--- src/core/pmlsp_pkg.sv ---
package pmlsp_pkg;

  // ----------------------------------------------------------------
  // register map (byte addresses on the register bus)
  // ----------------------------------------------------------------
  localparam logic [7:0] PMLSP_BASIC_CTRL_ADDR  = 8'h00;
  localparam logic [7:0] PMLSP_STRAP_STAT_ADDR  = 8'h04;
  localparam logic [7:0] PMLSP_LINK_CTRL_ADDR   = 8'h08;
  localparam logic [7:0] PMLSP_TX_DATA_ADDR     = 8'h0c;
  localparam logic [7:0] PMLSP_FIFO_STAT_ADDR   = 8'h10;
  localparam logic [7:0] PMLSP_VENDOR_CTRL_ADDR = 8'h7c;

  // ----------------------------------------------------------------
  // field positions
  // ----------------------------------------------------------------
  localparam int PMLSP_SPEED_BIT     = 13;
  localparam int PMLSP_ANEG_BIT      = 12;
  localparam int PMLSP_LED_MODE_LSB  = 4;
  localparam int PMLSP_CFG_WIDTH     = 3;

  // ----------------------------------------------------------------
  // reset values and codes
  // ----------------------------------------------------------------
  localparam logic [1:0]  PMLSP_LED_MODE_RST = 2'h0;
  localparam logic [2:0]  PMLSP_CFG_MII      = 3'h0;
  localparam logic [2:0]  PMLSP_CFG_B2B      = 3'h6;
  localparam logic [31:0] PMLSP_SLVERR_DATA  = 32'h0;

  // ----------------------------------------------------------------
  // timing: blink half period, in ns and in cycles of a 25 ns clock
  // ----------------------------------------------------------------
  localparam int PMLSP_CLK_NS        = 25;
  localparam int PMLSP_BLINK_HALF_NS = 100000;
  localparam int PMLSP_BLINK_CYCLES  = PMLSP_BLINK_HALF_NS / PMLSP_CLK_NS;

  // ----------------------------------------------------------------
  // types
  // ----------------------------------------------------------------
  typedef enum logic [1:0] {
    PMLSP_LED_LINK_ACT = 2'b00,
    PMLSP_LED_BLINK    = 2'b01,
    PMLSP_LED_RSV2     = 2'b10,
    PMLSP_LED_RSV3     = 2'b11
  } pmlsp_led_mode_t;

  typedef enum logic [1:0] {
    PMLSP_ST_RESET  = 2'b00,
    PMLSP_ST_LATCH  = 2'b01,
    PMLSP_ST_NORMAL = 2'b10
  } pmlsp_state_t;

endpackage : pmlsp_pkg

--- src/core/pmlsp_fifo_if.sv ---
`timescale 1ns/1ps
interface pmlsp_fifo_if #(parameter int WIDTH = 4);
  logic             in_valid;
  logic             in_ready;
  logic [WIDTH-1:0] in_data;
  logic             out_valid;
  logic             out_ready;
  logic [WIDTH-1:0] out_data;
  modport fill  (output in_valid, output in_data, input in_ready,
                 input out_valid, input out_data, output out_ready);
  modport store (input in_valid, input in_data, output in_ready,
                 output out_valid, output out_data, input out_ready);
endinterface : pmlsp_fifo_if

--- src/core/pmlsp_fifo.sv ---
`timescale 1ns/1ps
module pmlsp_fifo #(
  parameter int WIDTH = 4,
  parameter int DEPTH = 8
) (
  input wire logic CLK,
  input wire logic RST,
  pmlsp_fifo_if.store f
);
  localparam int AW = $clog2(DEPTH);

  logic [WIDTH-1:0] mem [DEPTH];
  logic [AW-1:0]    wr_ptr;
  logic [AW-1:0]    rd_ptr;
  logic [AW:0]      count;
  logic             do_wr;
  logic             do_rd;

  assign f.in_ready  = (count != (AW+1)'(DEPTH));
  assign f.out_valid = (count != '0);
  assign do_wr       = f.in_valid && f.in_ready;
  assign do_rd       = f.out_valid && f.out_ready;

  // read data is taken combinationally from the memory entry at the read pointer
  always_ff @(posedge CLK) begin
    if (do_wr) begin
      mem[wr_ptr] <= f.in_data;
    end
  end

  always_ff @(posedge CLK) begin
    if (RST) begin
      wr_ptr <= '0;
      rd_ptr <= '0;
      count  <= '0;
    end else begin
      if (do_wr) begin
        wr_ptr <= (wr_ptr == AW'(DEPTH-1)) ? '0 : wr_ptr + 1'b1;
      end
      if (do_rd) begin
        rd_ptr <= (rd_ptr == AW'(DEPTH-1)) ? '0 : rd_ptr + 1'b1;
      end
      count <= count + (AW+1)'(do_wr) - (AW+1)'(do_rd);
    end
  end

  assign f.out_data = mem[rd_ptr];

endmodule : pmlsp_fifo

--- src/core/pmlsp_top.sv ---
`timescale 1ns/1ps
// Function
// - collision pin drives normally; its reset level becomes strap bit zero
// - carrier sense pin drives normally; its reset level becomes strap bit one
// - first led pin level at reset release sets auto-negotiation enable
// - second led pin level at reset release goes to basic control bit 13
// - straps sampled exactly at reset release, then pins become outputs
// - strap code 000 is normal mii, 110 back-to-back, others reserved; strap bit two is tied to zero, so 110 is never captured
module pmlsp_top
  import pmlsp_pkg::*;
#(
  parameter int BLINK_CYCLES = PMLSP_BLINK_CYCLES,
  parameter int FIFO_DEPTH   = 8
) (
  // clock and reset
  input  wire logic        CLK,
  input  wire logic        RST,
  // chip reset pin, active low
  input  wire logic        CHIP_RST_N,
  // mii transmit from the mac
  input  wire logic [3:0]  TXD,
  input  wire logic        TXEN,
  // line side: nibbles leave through the fifo
  output logic      [3:0]  LINE_DATA,
  output logic             LINE_VALID,
  input  wire logic        LINE_READY,
  // line status from the analog side
  input  wire logic        LINK_UP,
  input  wire logic        LINE_COLLISION,
  input  wire logic        LINE_CARRIER,
  // dual purpose pins
  input  wire logic        COL_IN,
  output logic             COL_OUT,
  output logic             COL_OE,
  input  wire logic        CRS_IN,
  output logic             CRS_OUT,
  output logic             CRS_OE,
  input  wire logic        LINK_ACTIVITY_LED_IN,
  output logic             LINK_ACTIVITY_LED_OUT,
  output logic             LINK_ACTIVITY_LED_OE,
  input  wire logic        SECOND_STATUS_LED_IN,
  output logic             SECOND_STATUS_LED_OUT,
  output logic             SECOND_STATUS_LED_OE,
  // apb slave
  input  wire logic        PSEL,
  input  wire logic        PENABLE,
  input  wire logic        PWRITE,
  input  wire logic [7:0]  PADDR,
  input  wire logic [31:0] PWDATA,
  output logic      [31:0] PRDATA,
  output logic             PREADY,
  output logic             PSLVERR
);

  // ----------------------------------------------------------------
  // pin synchronisers
  // ----------------------------------------------------------------
  // the mii, chip reset and dual purpose pins are outside the clock domain: two flops before any use
  logic [9:0] sync_a;
  logic [9:0] sync_b;
  logic [3:0] txd_s;
  logic       txen_s;
  logic       rst_n_s;
  logic       col_s;
  logic       crs_s;
  logic       link_activity_led_s;
  logic       second_status_led_s;

  always_ff @(posedge CLK) begin
    if (RST) begin
      sync_a <= 10'h000;
      sync_b <= 10'h000;
    end else begin
      sync_a <= {SECOND_STATUS_LED_IN, LINK_ACTIVITY_LED_IN, CRS_IN, COL_IN,
                 CHIP_RST_N, TXEN, TXD};
      sync_b <= sync_a;
    end
  end

  assign txd_s   = sync_b[3:0];
  assign txen_s  = sync_b[4];
  assign rst_n_s = sync_b[5];
  assign col_s   = sync_b[6];
  assign crs_s   = sync_b[7];
  assign link_activity_led_s  = sync_b[8];
  assign second_status_led_s  = sync_b[9];

  // ----------------------------------------------------------------
  // chip reset sequencing and strap capture
  // ----------------------------------------------------------------
  pmlsp_state_t state;
  pmlsp_state_t next_state;
  logic [2:0]   cfg_strap;
  logic         autoneg_enable_strap;
  logic         speed_strap;
  logic         pins_drive;
  logic         cfg_reserved;

  always_comb begin
    next_state = state;
    unique case (state)
      PMLSP_ST_RESET:  if (rst_n_s) next_state = PMLSP_ST_LATCH;
      PMLSP_ST_LATCH:  next_state = PMLSP_ST_NORMAL;
      PMLSP_ST_NORMAL: if (!rst_n_s) next_state = PMLSP_ST_RESET;
      default:         next_state = PMLSP_ST_RESET;
    endcase
  end

  always_ff @(posedge CLK) begin
    if (RST) begin
      state <= PMLSP_ST_RESET;
    end else begin
      state <= next_state;
    end
  end

  // straps taken in the very cycle the synchronised reset goes high
  always_ff @(posedge CLK) begin
    if (RST) begin
      cfg_strap            <= PMLSP_CFG_MII;
      autoneg_enable_strap <= 1'b0;
      speed_strap          <= 1'b0;
    end else if (state == PMLSP_ST_RESET && rst_n_s) begin
      cfg_strap[0]         <= col_s;
      cfg_strap[1]         <= crs_s;
      cfg_strap[2]         <= 1'b0;
      autoneg_enable_strap <= link_activity_led_s;
      speed_strap          <= second_status_led_s;
    end
  end

  // pins only drive once out of reset; while in reset the pulls set the level
  assign pins_drive   = (state != PMLSP_ST_RESET);
  assign cfg_reserved = (cfg_strap != PMLSP_CFG_MII) && (cfg_strap != PMLSP_CFG_B2B);

  // ----------------------------------------------------------------
  // registers
  // ----------------------------------------------------------------
  logic [15:0]     basic_ctrl;
  logic [1:0]      led_mode;
  logic            apb_wr;
  logic            apb_rd;
  logic            addr_ok;
  logic            tx_push;
  pmlsp_led_mode_t mode;

  assign apb_wr = PSEL && PENABLE && PWRITE;
  assign apb_rd = PSEL && PENABLE && !PWRITE;
  assign mode   = pmlsp_led_mode_t'(led_mode);

  always_comb begin
    unique case (PADDR)
      PMLSP_BASIC_CTRL_ADDR, PMLSP_STRAP_STAT_ADDR, PMLSP_LINK_CTRL_ADDR,
      PMLSP_TX_DATA_ADDR, PMLSP_FIFO_STAT_ADDR, PMLSP_VENDOR_CTRL_ADDR: addr_ok = 1'b1;
      default: addr_ok = 1'b0;
    endcase
  end

  always_ff @(posedge CLK) begin
    if (RST) begin
      basic_ctrl <= 16'h0000;
    end else if (state == PMLSP_ST_LATCH) begin
      basic_ctrl[PMLSP_SPEED_BIT] <= speed_strap;
      basic_ctrl[PMLSP_ANEG_BIT]  <= autoneg_enable_strap;
    end else if (apb_wr && PADDR == PMLSP_BASIC_CTRL_ADDR) begin
      basic_ctrl <= PWDATA[15:0];
    end
  end

  always_ff @(posedge CLK) begin
    if (RST) begin
      led_mode <= PMLSP_LED_MODE_RST;
    end else if (apb_wr && PADDR == PMLSP_VENDOR_CTRL_ADDR) begin
      led_mode <= PWDATA[PMLSP_LED_MODE_LSB +: 2];
    end
  end

  // ----------------------------------------------------------------
  // transmit path through the fifo
  // ----------------------------------------------------------------
  pmlsp_fifo_if #(.WIDTH(4)) tx_if ();

  pmlsp_fifo #(.WIDTH(4), .DEPTH(FIFO_DEPTH)) u_fifo (
    .CLK (CLK),
    .RST (RST),
    .f   (tx_if)
  );

  // nibbles sampled only while enable is high; the mac sends them in step
  assign tx_push          = txen_s && (state == PMLSP_ST_NORMAL);
  assign tx_if.in_valid   = tx_push;
  assign tx_if.in_data    = txd_s;
  assign tx_if.out_ready  = LINE_READY;
  assign LINE_VALID       = tx_if.out_valid;
  assign LINE_DATA        = tx_if.out_data;

  // a full fifo drops nibbles: the mii has no back-pressure, so count them
  logic [15:0] drop_count;
  always_ff @(posedge CLK) begin
    if (RST) begin
      drop_count <= 16'h0000;
    end else if (tx_push && !tx_if.in_ready && drop_count != 16'hffff) begin
      drop_count <= drop_count + 16'h0001;
    end
  end

  // ----------------------------------------------------------------
  // apb read and answer
  // ----------------------------------------------------------------
  assign PREADY  = 1'b1;
  assign PSLVERR = PSEL && PENABLE && !addr_ok;

  always_comb begin
    PRDATA = PMLSP_SLVERR_DATA;
    if (apb_rd) begin
      unique case (PADDR)
        PMLSP_BASIC_CTRL_ADDR:  PRDATA = {16'h0000, basic_ctrl};
        PMLSP_STRAP_STAT_ADDR:  PRDATA = {27'h0, cfg_reserved, speed_strap,
                                          autoneg_enable_strap, cfg_strap[1:0]};
        PMLSP_LINK_CTRL_ADDR:   PRDATA = {29'h0, LINE_CARRIER, LINE_COLLISION, LINK_UP};
        PMLSP_FIFO_STAT_ADDR:   PRDATA = {16'h0000, drop_count};
        PMLSP_VENDOR_CTRL_ADDR: PRDATA = {26'h0, led_mode, 4'h0};
        default:                PRDATA = PMLSP_SLVERR_DATA;
      endcase
    end
  end

  // ----------------------------------------------------------------
  // led blink divider and pin outputs
  // ----------------------------------------------------------------
  logic [$clog2(BLINK_CYCLES+1)-1:0] blink_cnt;
  logic                              blink_tick;
  logic                              blink_phase;
  logic                              activity;
  logic                              link_activity_led;
  logic                              second_status_led;

  assign blink_tick = (blink_cnt == '0);
  assign activity   = tx_push || LINE_CARRIER;

  always_ff @(posedge CLK) begin
    if (RST) begin
      blink_cnt   <= '0;
      blink_phase <= 1'b0;
    end else begin
      blink_cnt <= blink_tick ? ($bits(blink_cnt))'(BLINK_CYCLES - 1) : blink_cnt - 1'b1;
      if (blink_tick) begin
        blink_phase <= !blink_phase;
      end
    end
  end

  // led pins: low is on; toggling is paced by the divider so it is visible
  always_ff @(posedge CLK) begin
    if (RST) begin
      link_activity_led <= 1'b1;
      second_status_led <= 1'b1;
    end else begin
      unique case (mode)
        PMLSP_LED_LINK_ACT: begin
          link_activity_led <= !LINK_UP ? 1'b1 : (activity ? blink_phase : 1'b0);
          second_status_led <= 1'b1;
        end
        PMLSP_LED_BLINK: begin
          link_activity_led <= !LINK_UP ? 1'b1 : (activity ? blink_phase : 1'b0);
          second_status_led <= activity ? blink_phase : 1'b1;
        end
        default: begin
          link_activity_led <= 1'b1;
          second_status_led <= 1'b1;
        end
      endcase
    end
  end

  // collision and carrier outputs registered, then driven after reset
  logic col_q;
  logic crs_q;
  always_ff @(posedge CLK) begin
    if (RST) begin
      col_q <= 1'b0;
      crs_q <= 1'b0;
    end else begin
      col_q <= LINE_COLLISION && pins_drive;
      crs_q <= (LINE_CARRIER || tx_push) && pins_drive;
    end
  end

  assign COL_OUT               = col_q;
  assign COL_OE                = pins_drive;
  assign CRS_OUT               = crs_q;
  assign CRS_OE                = pins_drive;
  assign LINK_ACTIVITY_LED_OUT = link_activity_led;
  assign LINK_ACTIVITY_LED_OE  = pins_drive;
  assign SECOND_STATUS_LED_OUT = second_status_led;
  assign SECOND_STATUS_LED_OE  = pins_drive;

endmodule : pmlsp_top

--- config.mk ---
export PLATFORM = sky130hd
export DESIGN_NAME = pmlsp_top
export DESIGN_NICKNAME = d
export VERILOG_FILES = /design/src/core/pmlsp_pkg.sv /design/src/core/pmlsp_fifo_if.sv /design/src/core/pmlsp_fifo.sv /design/src/core/pmlsp_top.sv
export SDC_FILE = /design/constraint.sdc
export NUM_CORES = 1
export LEC_CHECK = 0
export BUFFER_PORTS_ARGS = -buffer_cell sky130_fd_sc_hd__clkbuf_2
export CAP_MARGIN = 20
export CORE_MARGIN = 4
export CORE_UTILIZATION = 55
export CTS_BUF_LIST = sky130_fd_sc_hd__clkbuf_16
export DETAILED_ROUTE_END_ITERATION = 8
export HOLD_SLACK_MARGIN = 0.08
export PLACE_DENSITY = 0.8
export SLEW_MARGIN = 30
export SYNTH_ARGS = -nofsm -noshare
export SYNTH_HDL_FRONTEND = slang
export SYNTH_SLANG_ARGS = --single-unit
--- constraint.sdc ---
create_clock -name CLK -period 2.5 [get_ports CLK]
set_clock_uncertainty 0.05 [all_clocks]
set_input_delay 0 -clock CLK [delete_from_list [all_inputs] [get_ports CLK]]
set_output_delay 0 -clock CLK [all_outputs]
set_load 0.03 [all_outputs]
-- Word-level counts from Yosys, hierarchy flattened
Memory sizes are Yosys's and may differ from the RTL's. A register that Yosys moved wholly into a read port is not among the register bits.
Index checks and enable logic that the tools add are counted.
W data, S select, Z words.
- add/subtract/negate cells: 6
- multipliers: 0
- divide/modulo/power cells: 0
- order comparisons: 0
- equal/unequal tests: 14
- shift operators: 0
- mux-type cells: 16
- bitwise operators: 5
- reductions and logical operators: 34
- operators by type and width (operator ; count):
    $pmux W16 S5 ; 1
    $add A16 B1 Y16 const B ; 1
    $eq A8 B4 Y1 const B ; 2
    $mux W16 ; 1
    $ne A16 B16 Y1 const B ; 1
    $logic_and A1 B1 Y1 ; 14
    $mux W14 ; 1
    $logic_not A12 Y1 ; 1
    $mux W12 ; 1
    $mux W3 ; 4
    $sub A12 B1 Y12 const B ; 1
    $eq A8 B3 Y1 const B ; 1
    $eq A8 B5 Y1 const B ; 1
    $eq A8 B7 Y1 const B ; 1
    $logic_not A8 Y1 ; 1
    $add A3 B1 Y3 const B ; 2
    $eq A3 B3 Y1 const B ; 2
    $mux W2 ; 3
    $pmux W2 S3 ; 1
    $reduce_or A3 Y1 ; 2
    $reduce_or A6 Y1 ; 1
    $not A1 Y1 ; 5
    $add A4 B1 Y4 ; 1
    $eq A2 B1 Y1 const B ; 2
    other kinds (13) ; 24
- bits in registers: 87
- bits in latches: 0
- bits in writable memories: 32
- ROM bits: 0
- output and inout port bits: 47
- word-level logic and storage cells: 96
- memories: 1
- memory list (memory ; depth ; width ; rd ports ; clocked after Yosys merged registers in ; wr ports ; RTL line ; source):
    u_fifo.mem ; 8 ; 4 ; 1 ; 1 ; 1 ; pmlsp_fifo.sv:12 ; logic [WIDTH-1:0] mem [DEPTH];

-- Longest topological paths before layout
- depth in word-level cells: 5
- mapped depth: 11

-- Modules after synthesis
Synthesis repeated with hierarchy kept, for this count alone.
- cells, all modules: 557
- area total of the unflattened synthesis: 5676.7 um^2
- modules (own cells, without submodules) (module ; instances ; cells an instance ; area an instance (um^2) ; seq. area each (um^2)):
    pmlsp_top ; 1 ; 431 ; 3713.6 ; 1541.5
    pmlsp_fifo ; 1 ; 126 ; 1963.1 ; 1221.2

-- Worst setup path before layout
Ideal clock, no wire load.
- kind: register -> register
- start point: reg u_fifo.count[2]
- end point: reg u_fifo.count[1]
- library setup time: 0.067 ns
- arrival time: 2.176 ns
- data required time: 2.383 ns
- setup slack: 0.207 ns
- stages on the path, launching flop included: 11
- buffers on the path: 1
- cells stage by stage: dfxtp_1 > inv_1 > ha_1 > or3b_2 > clkbuf_1 > nand3_1 > o21ai_0 > ha_1 > inv_1 > fa_1 > nor2_1
- elaborated cells on any way between the ends: 6
- RTL lines (item ; RTL line ; source):
    start, declared ; pmlsp_fifo.sv:15 ; logic [AW:0] count;
    start signal, assigned ; pmlsp_fifo.sv:43 ; count <= count + (AW+1)'(do_wr) - (AW+1)'(do_rd);
    $reduce_bool A4 Y1 ; pmlsp_fifo.sv:20 ; assign f.out_valid = (count != '0);
    via LINE_VALID ; pmlsp_top.sv:25 ; output logic LINE_VALID,
    $logic_and A1 B1 Y1 ; pmlsp_fifo.sv:22 ; assign do_rd = f.out_valid && f.out_ready;
    $sub A4 B1 Y4 ; pmlsp_fifo.sv:43 ;
The timed path passes the listed nets, and every way through them passes these cells.
A chain may end at the register's enable or synchronous reset.

-- Final worst setup path
- start point: reg u_fifo.count[2]
- end point: reg drop_count[15]
- word-level cells in the longest chain between the ends: 4
- RTL lines (item ; RTL line ; source):
    $ne A4 B4 Y1 ; pmlsp_fifo.sv:19 ; assign f.in_ready = (count != (AW+1)'(DEPTH));
    $logic_not A1 Y1 ; pmlsp_top.sv:202 ; end else if (tx_push && !tx_if.in_ready && drop_count != 16'hffff) begin
    $logic_and A1 B1 Y1 (2 in series) ; pmlsp_top.sv:202 ;
    end signal, assigned ; pmlsp_top.sv:203 ; drop_count <= drop_count + 16'h0001;
    end, declared ; pmlsp_top.sv:198 ; logic [15:0] drop_count;
Every way passes these cells.

==> results.yml <==
worst_hold_path:
  hp-class: "primary input to flip-flop"
sta:
  slew_violations: 0
  min_period_ns: 2.351
  rsz0062_at_grt: "no"
  setup_tns_ns: 0
  fin_crit_sh_pct: 94.02
  final_hold_viol_count: 0
  worst_pin_slew_ns: 0.6511
  fmax_mhz: 425.4
  finalSetupViolCount: 0
  holdWs_ns: 0.1121
  maxSlewHeadroom_pct: 56.43
finish:
  diodes: 0
  final_cells: 786
  seqCellArea_um2: 2763
  layout.nets: 712
  multiInputGateArea_um2: 2444
  fillers: 700
  final_area_um2: 6818
  drive_above_1_share_pct: 20.98
  area_delta_synth_final_pct: 25.06
setup_path:
  path_cells: "inv_1 > ha_1 > or3b_1 > or4_4 > or4_1 > a21oi_1"
  path_max_fanout: 8
  crit_required_ns: 2.78
  cp-start-kind: "flip-flop"
  cp-end-kind: "flip-flop"
  crit_type: "flip-flop to flip-flop"
  slowest_delay_ns: 0.61
  cp_slowest_cell: "or4_4"
  cp_data_arrival_time_ns: 2.63
power:
  power.share.combinational_pct: 18.1
  switchingPower_w: 0.001620
  p_leak_nw: 2.715
  swShare_pct: 27.95
  pwr-share-seq_pct: 40.0
  p_clk_share_pct: 41.9
  power_density_nw_per_um2: 850.4
  ir_drop_mv: 0.5803
  internal_power_w: 0.004177
synthesis:
  synth_common_cells: "dfxtp_1 (90), nor2_1 (59), a21oi_1 (33), edfxtp_1 (32)"
  ys_warn_count: 0
  synthArstFlopShare_pct: 0
  yosysMostFrequentCell: "dfxtp_1"
  synth_edf_count: 32
  syn_inst: 537
  yosysTopAreaCell: "dfxtp_1"
  synth_area_um2: 5451
  synth.distinct_cells: 54
  ys_ff_latch: 122
  synth_top_area_share_pct: 33.05
  yosysSeqAreaShare_pct: 50.68
  avgSynthCellArea_um2: 10.15
  synth_flop_cell: "dfxtp_1"
  synthTopCellsByArea: "dfxtp_1 (33%), edfxtp_1 (18%), nor2_1 (4.1%)"
clocking:
  ctsRootBufferMaster: "clkbuf_16"
  cts_num_sinks: 122
  cts_tree: "yes"
  cts.clk_slew.worst_paths_ns: 0.06
  cts.path.max_buffers: 2
  htreeDepth: 4
  clock_latency_ns: 0.41
  numCtsBuffers: 17
grt:
  grt_pass1_wl_um: 20860
  grt_start_max_net_pins: 53
  antenna_found_initial: 0
  grt_pass1_vias: 4364
  overflow: 0
  grt_usage_pct: 22.64
floorplan:
  start_util_pct: 56.03
  ios: 106
  die_area_um2: 11570
  row_count: 36
  fp.dieH_um: 107.6
  die_x_um: 107.6
  core_area_um2: 9729
run_status:
  outcome: "finished clean"
detailed_routing:
  drc: 0
  routed_wl_um: 12550
  viasPerCell: 5.620
  first_pass_iters: 5
  drt-initial-drc-count: 351
  wl_per_cell_um: 15.97
  ant_nets: 0
  vias: 4417
place:
  dp.cells: 720
  hpwlAfterDp_um: 8106
  placed_area_um2: 5877
  port_buffers: 72
  gp_congestion: 0.9128
job:
  maxCapViolations: 0
[path summary, 6_finish.rpt]
kind | startpoint | to | slack, ns | cells past startpoint
max | u_fifo.count[2] | drop_count[15] | 0.15 | 6
min | PWRITE | basic_ctrl[13] | 0.11 | 4
max reg2reg | u_fifo.count[2] | drop_count[15] | 0.15 | 6
min reg2reg | sync_a[1] | sync_b[1] | 0.39 | 1
[kinds of logic (layout without fill, tap and decap cells)]
group	Yosys count	count (layout)	synth area share, %
multiplexers	38	38	9.020
other	2	17	0.1378
AND/OR/NAND/NOR	207	207	19.76
flip-flops	122	122	50.68
AO/OA/AOI/OAI	82	82	9.778
adder cells (fa/ha/maj)	14	14	3.305
XOR/XNOR	10	10	1.607
buffers and inverters	62	163	5.715
[area by class of cell]
cell class | count | share of cell area [%]
Timing Repair Buffer | 117 | 11.71
Multi-Input combinational cell | 368 | 35.84
Inverter | 14 | 0.7708
Sequential cell | 122 | 40.52
Tap cell | 133 | 2.441
Clock buffer | 18 | 6.607
Clock inverter | 14 | 2.110
[stage by stage]
stage / total power [W] / utilization [%] / setup WS [ns]
2_1_floorplan: 0.003144 / - / 0.2072
3_3_place_gp: 0.003281 / 60.40 / 0.1770
3_5_place_dp: 0.003344 / 60.40 / 0.07400
4_1_cts: 0.005821 / 69.91 / 0.06366
5_1_grt: 0.006057 / 70.07 / 0.02058
6_report: 0.005798 / 70.07 / 0.1494
[worst max-delay path, delay by kind of cell (launching register included)]
kind	cells	cell delay, ns
adders and majority gates	1	0.17
DFF	1	0.30
and+or+nand+nor	3	1.51
buffers and inverters	1	0.10
AOI/OAI and AO/OA	1	0.15
[power groups by stage]
stage	Clock, W	Combinational (W)	Sequential (W)
floorplan	0	0.000844	0.00230
global placement	0	0.000935	0.00235
detailed placement	0	0.000985	0.00236
CTS	0.00246	0.00104	0.00232
global route	0.00255	0.00116	0.00234
finish	0.00243	0.00105	0.00232
[state kept, by name (all words and copies together), names as in the netlist, 2 cells and up, named ones only]
signal and cells:
blink_cnt 12, u_fifo.count 4, sync_a 10, state 2, sync_b 10, basic_ctrl 16, u_fifo.wr_ptr 3, u_fifo.mem 32
cfg_strap 2, drop_count 16, u_fifo.rd_ptr 3, led_mode 2
[metal layers]
metal	share of wire [%]	track usage [%]
met1	41	27.22
met5	0	0
met3	5.3	5.459
met4	2.0	8.386
met2	52	39.25
[placed cells by master (no fill, tap or decap), types with 3 or more instances in the layout]
cell / synthesis / final
clkbuf_2: 1 / 71
buf_4: 20 / 11
a22oi_1: 15 / 15
or2_2: 3 / 3
nand2b_1: 5 / 5
ha_1: 12 / 12
clkinv_4: 0 / 4
inv_6: 0 / 3
nor3_1: 16 / 16
dlygate4sd3_1: 0 / 34
nor2_1: 59 / 59
nand4_1: 6 / 6
clkbuf_16: 0 / 18
or4_1: 11 / 10
nand2_1: 28 / 28
nand3_1: 19 / 19
dfxtp_1: 90 / 90
inv_1: 14 / 15
mux2i_1: 21 / 21
conb_1: 2 / 17
xnor2_1: 7 / 7
xor2_1: 3 / 3
and3_1: 3 / 3
mux2_2: 9 / 9
o2bb2ai_1: 3 / 3
a21oi_1: 33 / 33
a31oi_1: 3 / 3
nor2b_1: 28 / 28
o21ai_0: 4 / 4
edfxtp_1: 32 / 32
or3_1: 4 / 4
nor4_1: 11 / 10
mux4_2: 8 / 8
a311oi_1: 4 / 4
o31ai_1: 7 / 7
a211oi_1: 4 / 4
clkinv_2: 0 / 3
[repair_timing]
| item | CTS | global route |
|---|---|---|
| hold buffers | 33 | 1 |
| endpoints found under the setup margin | 0 | 2 |
| resized for setup | 0 | 1 |
| hold endpoints to repair | 38 | 16 |
| setup buffers | 0 | 0 |
No activity file was read; power rests on OpenSTA's default activity.
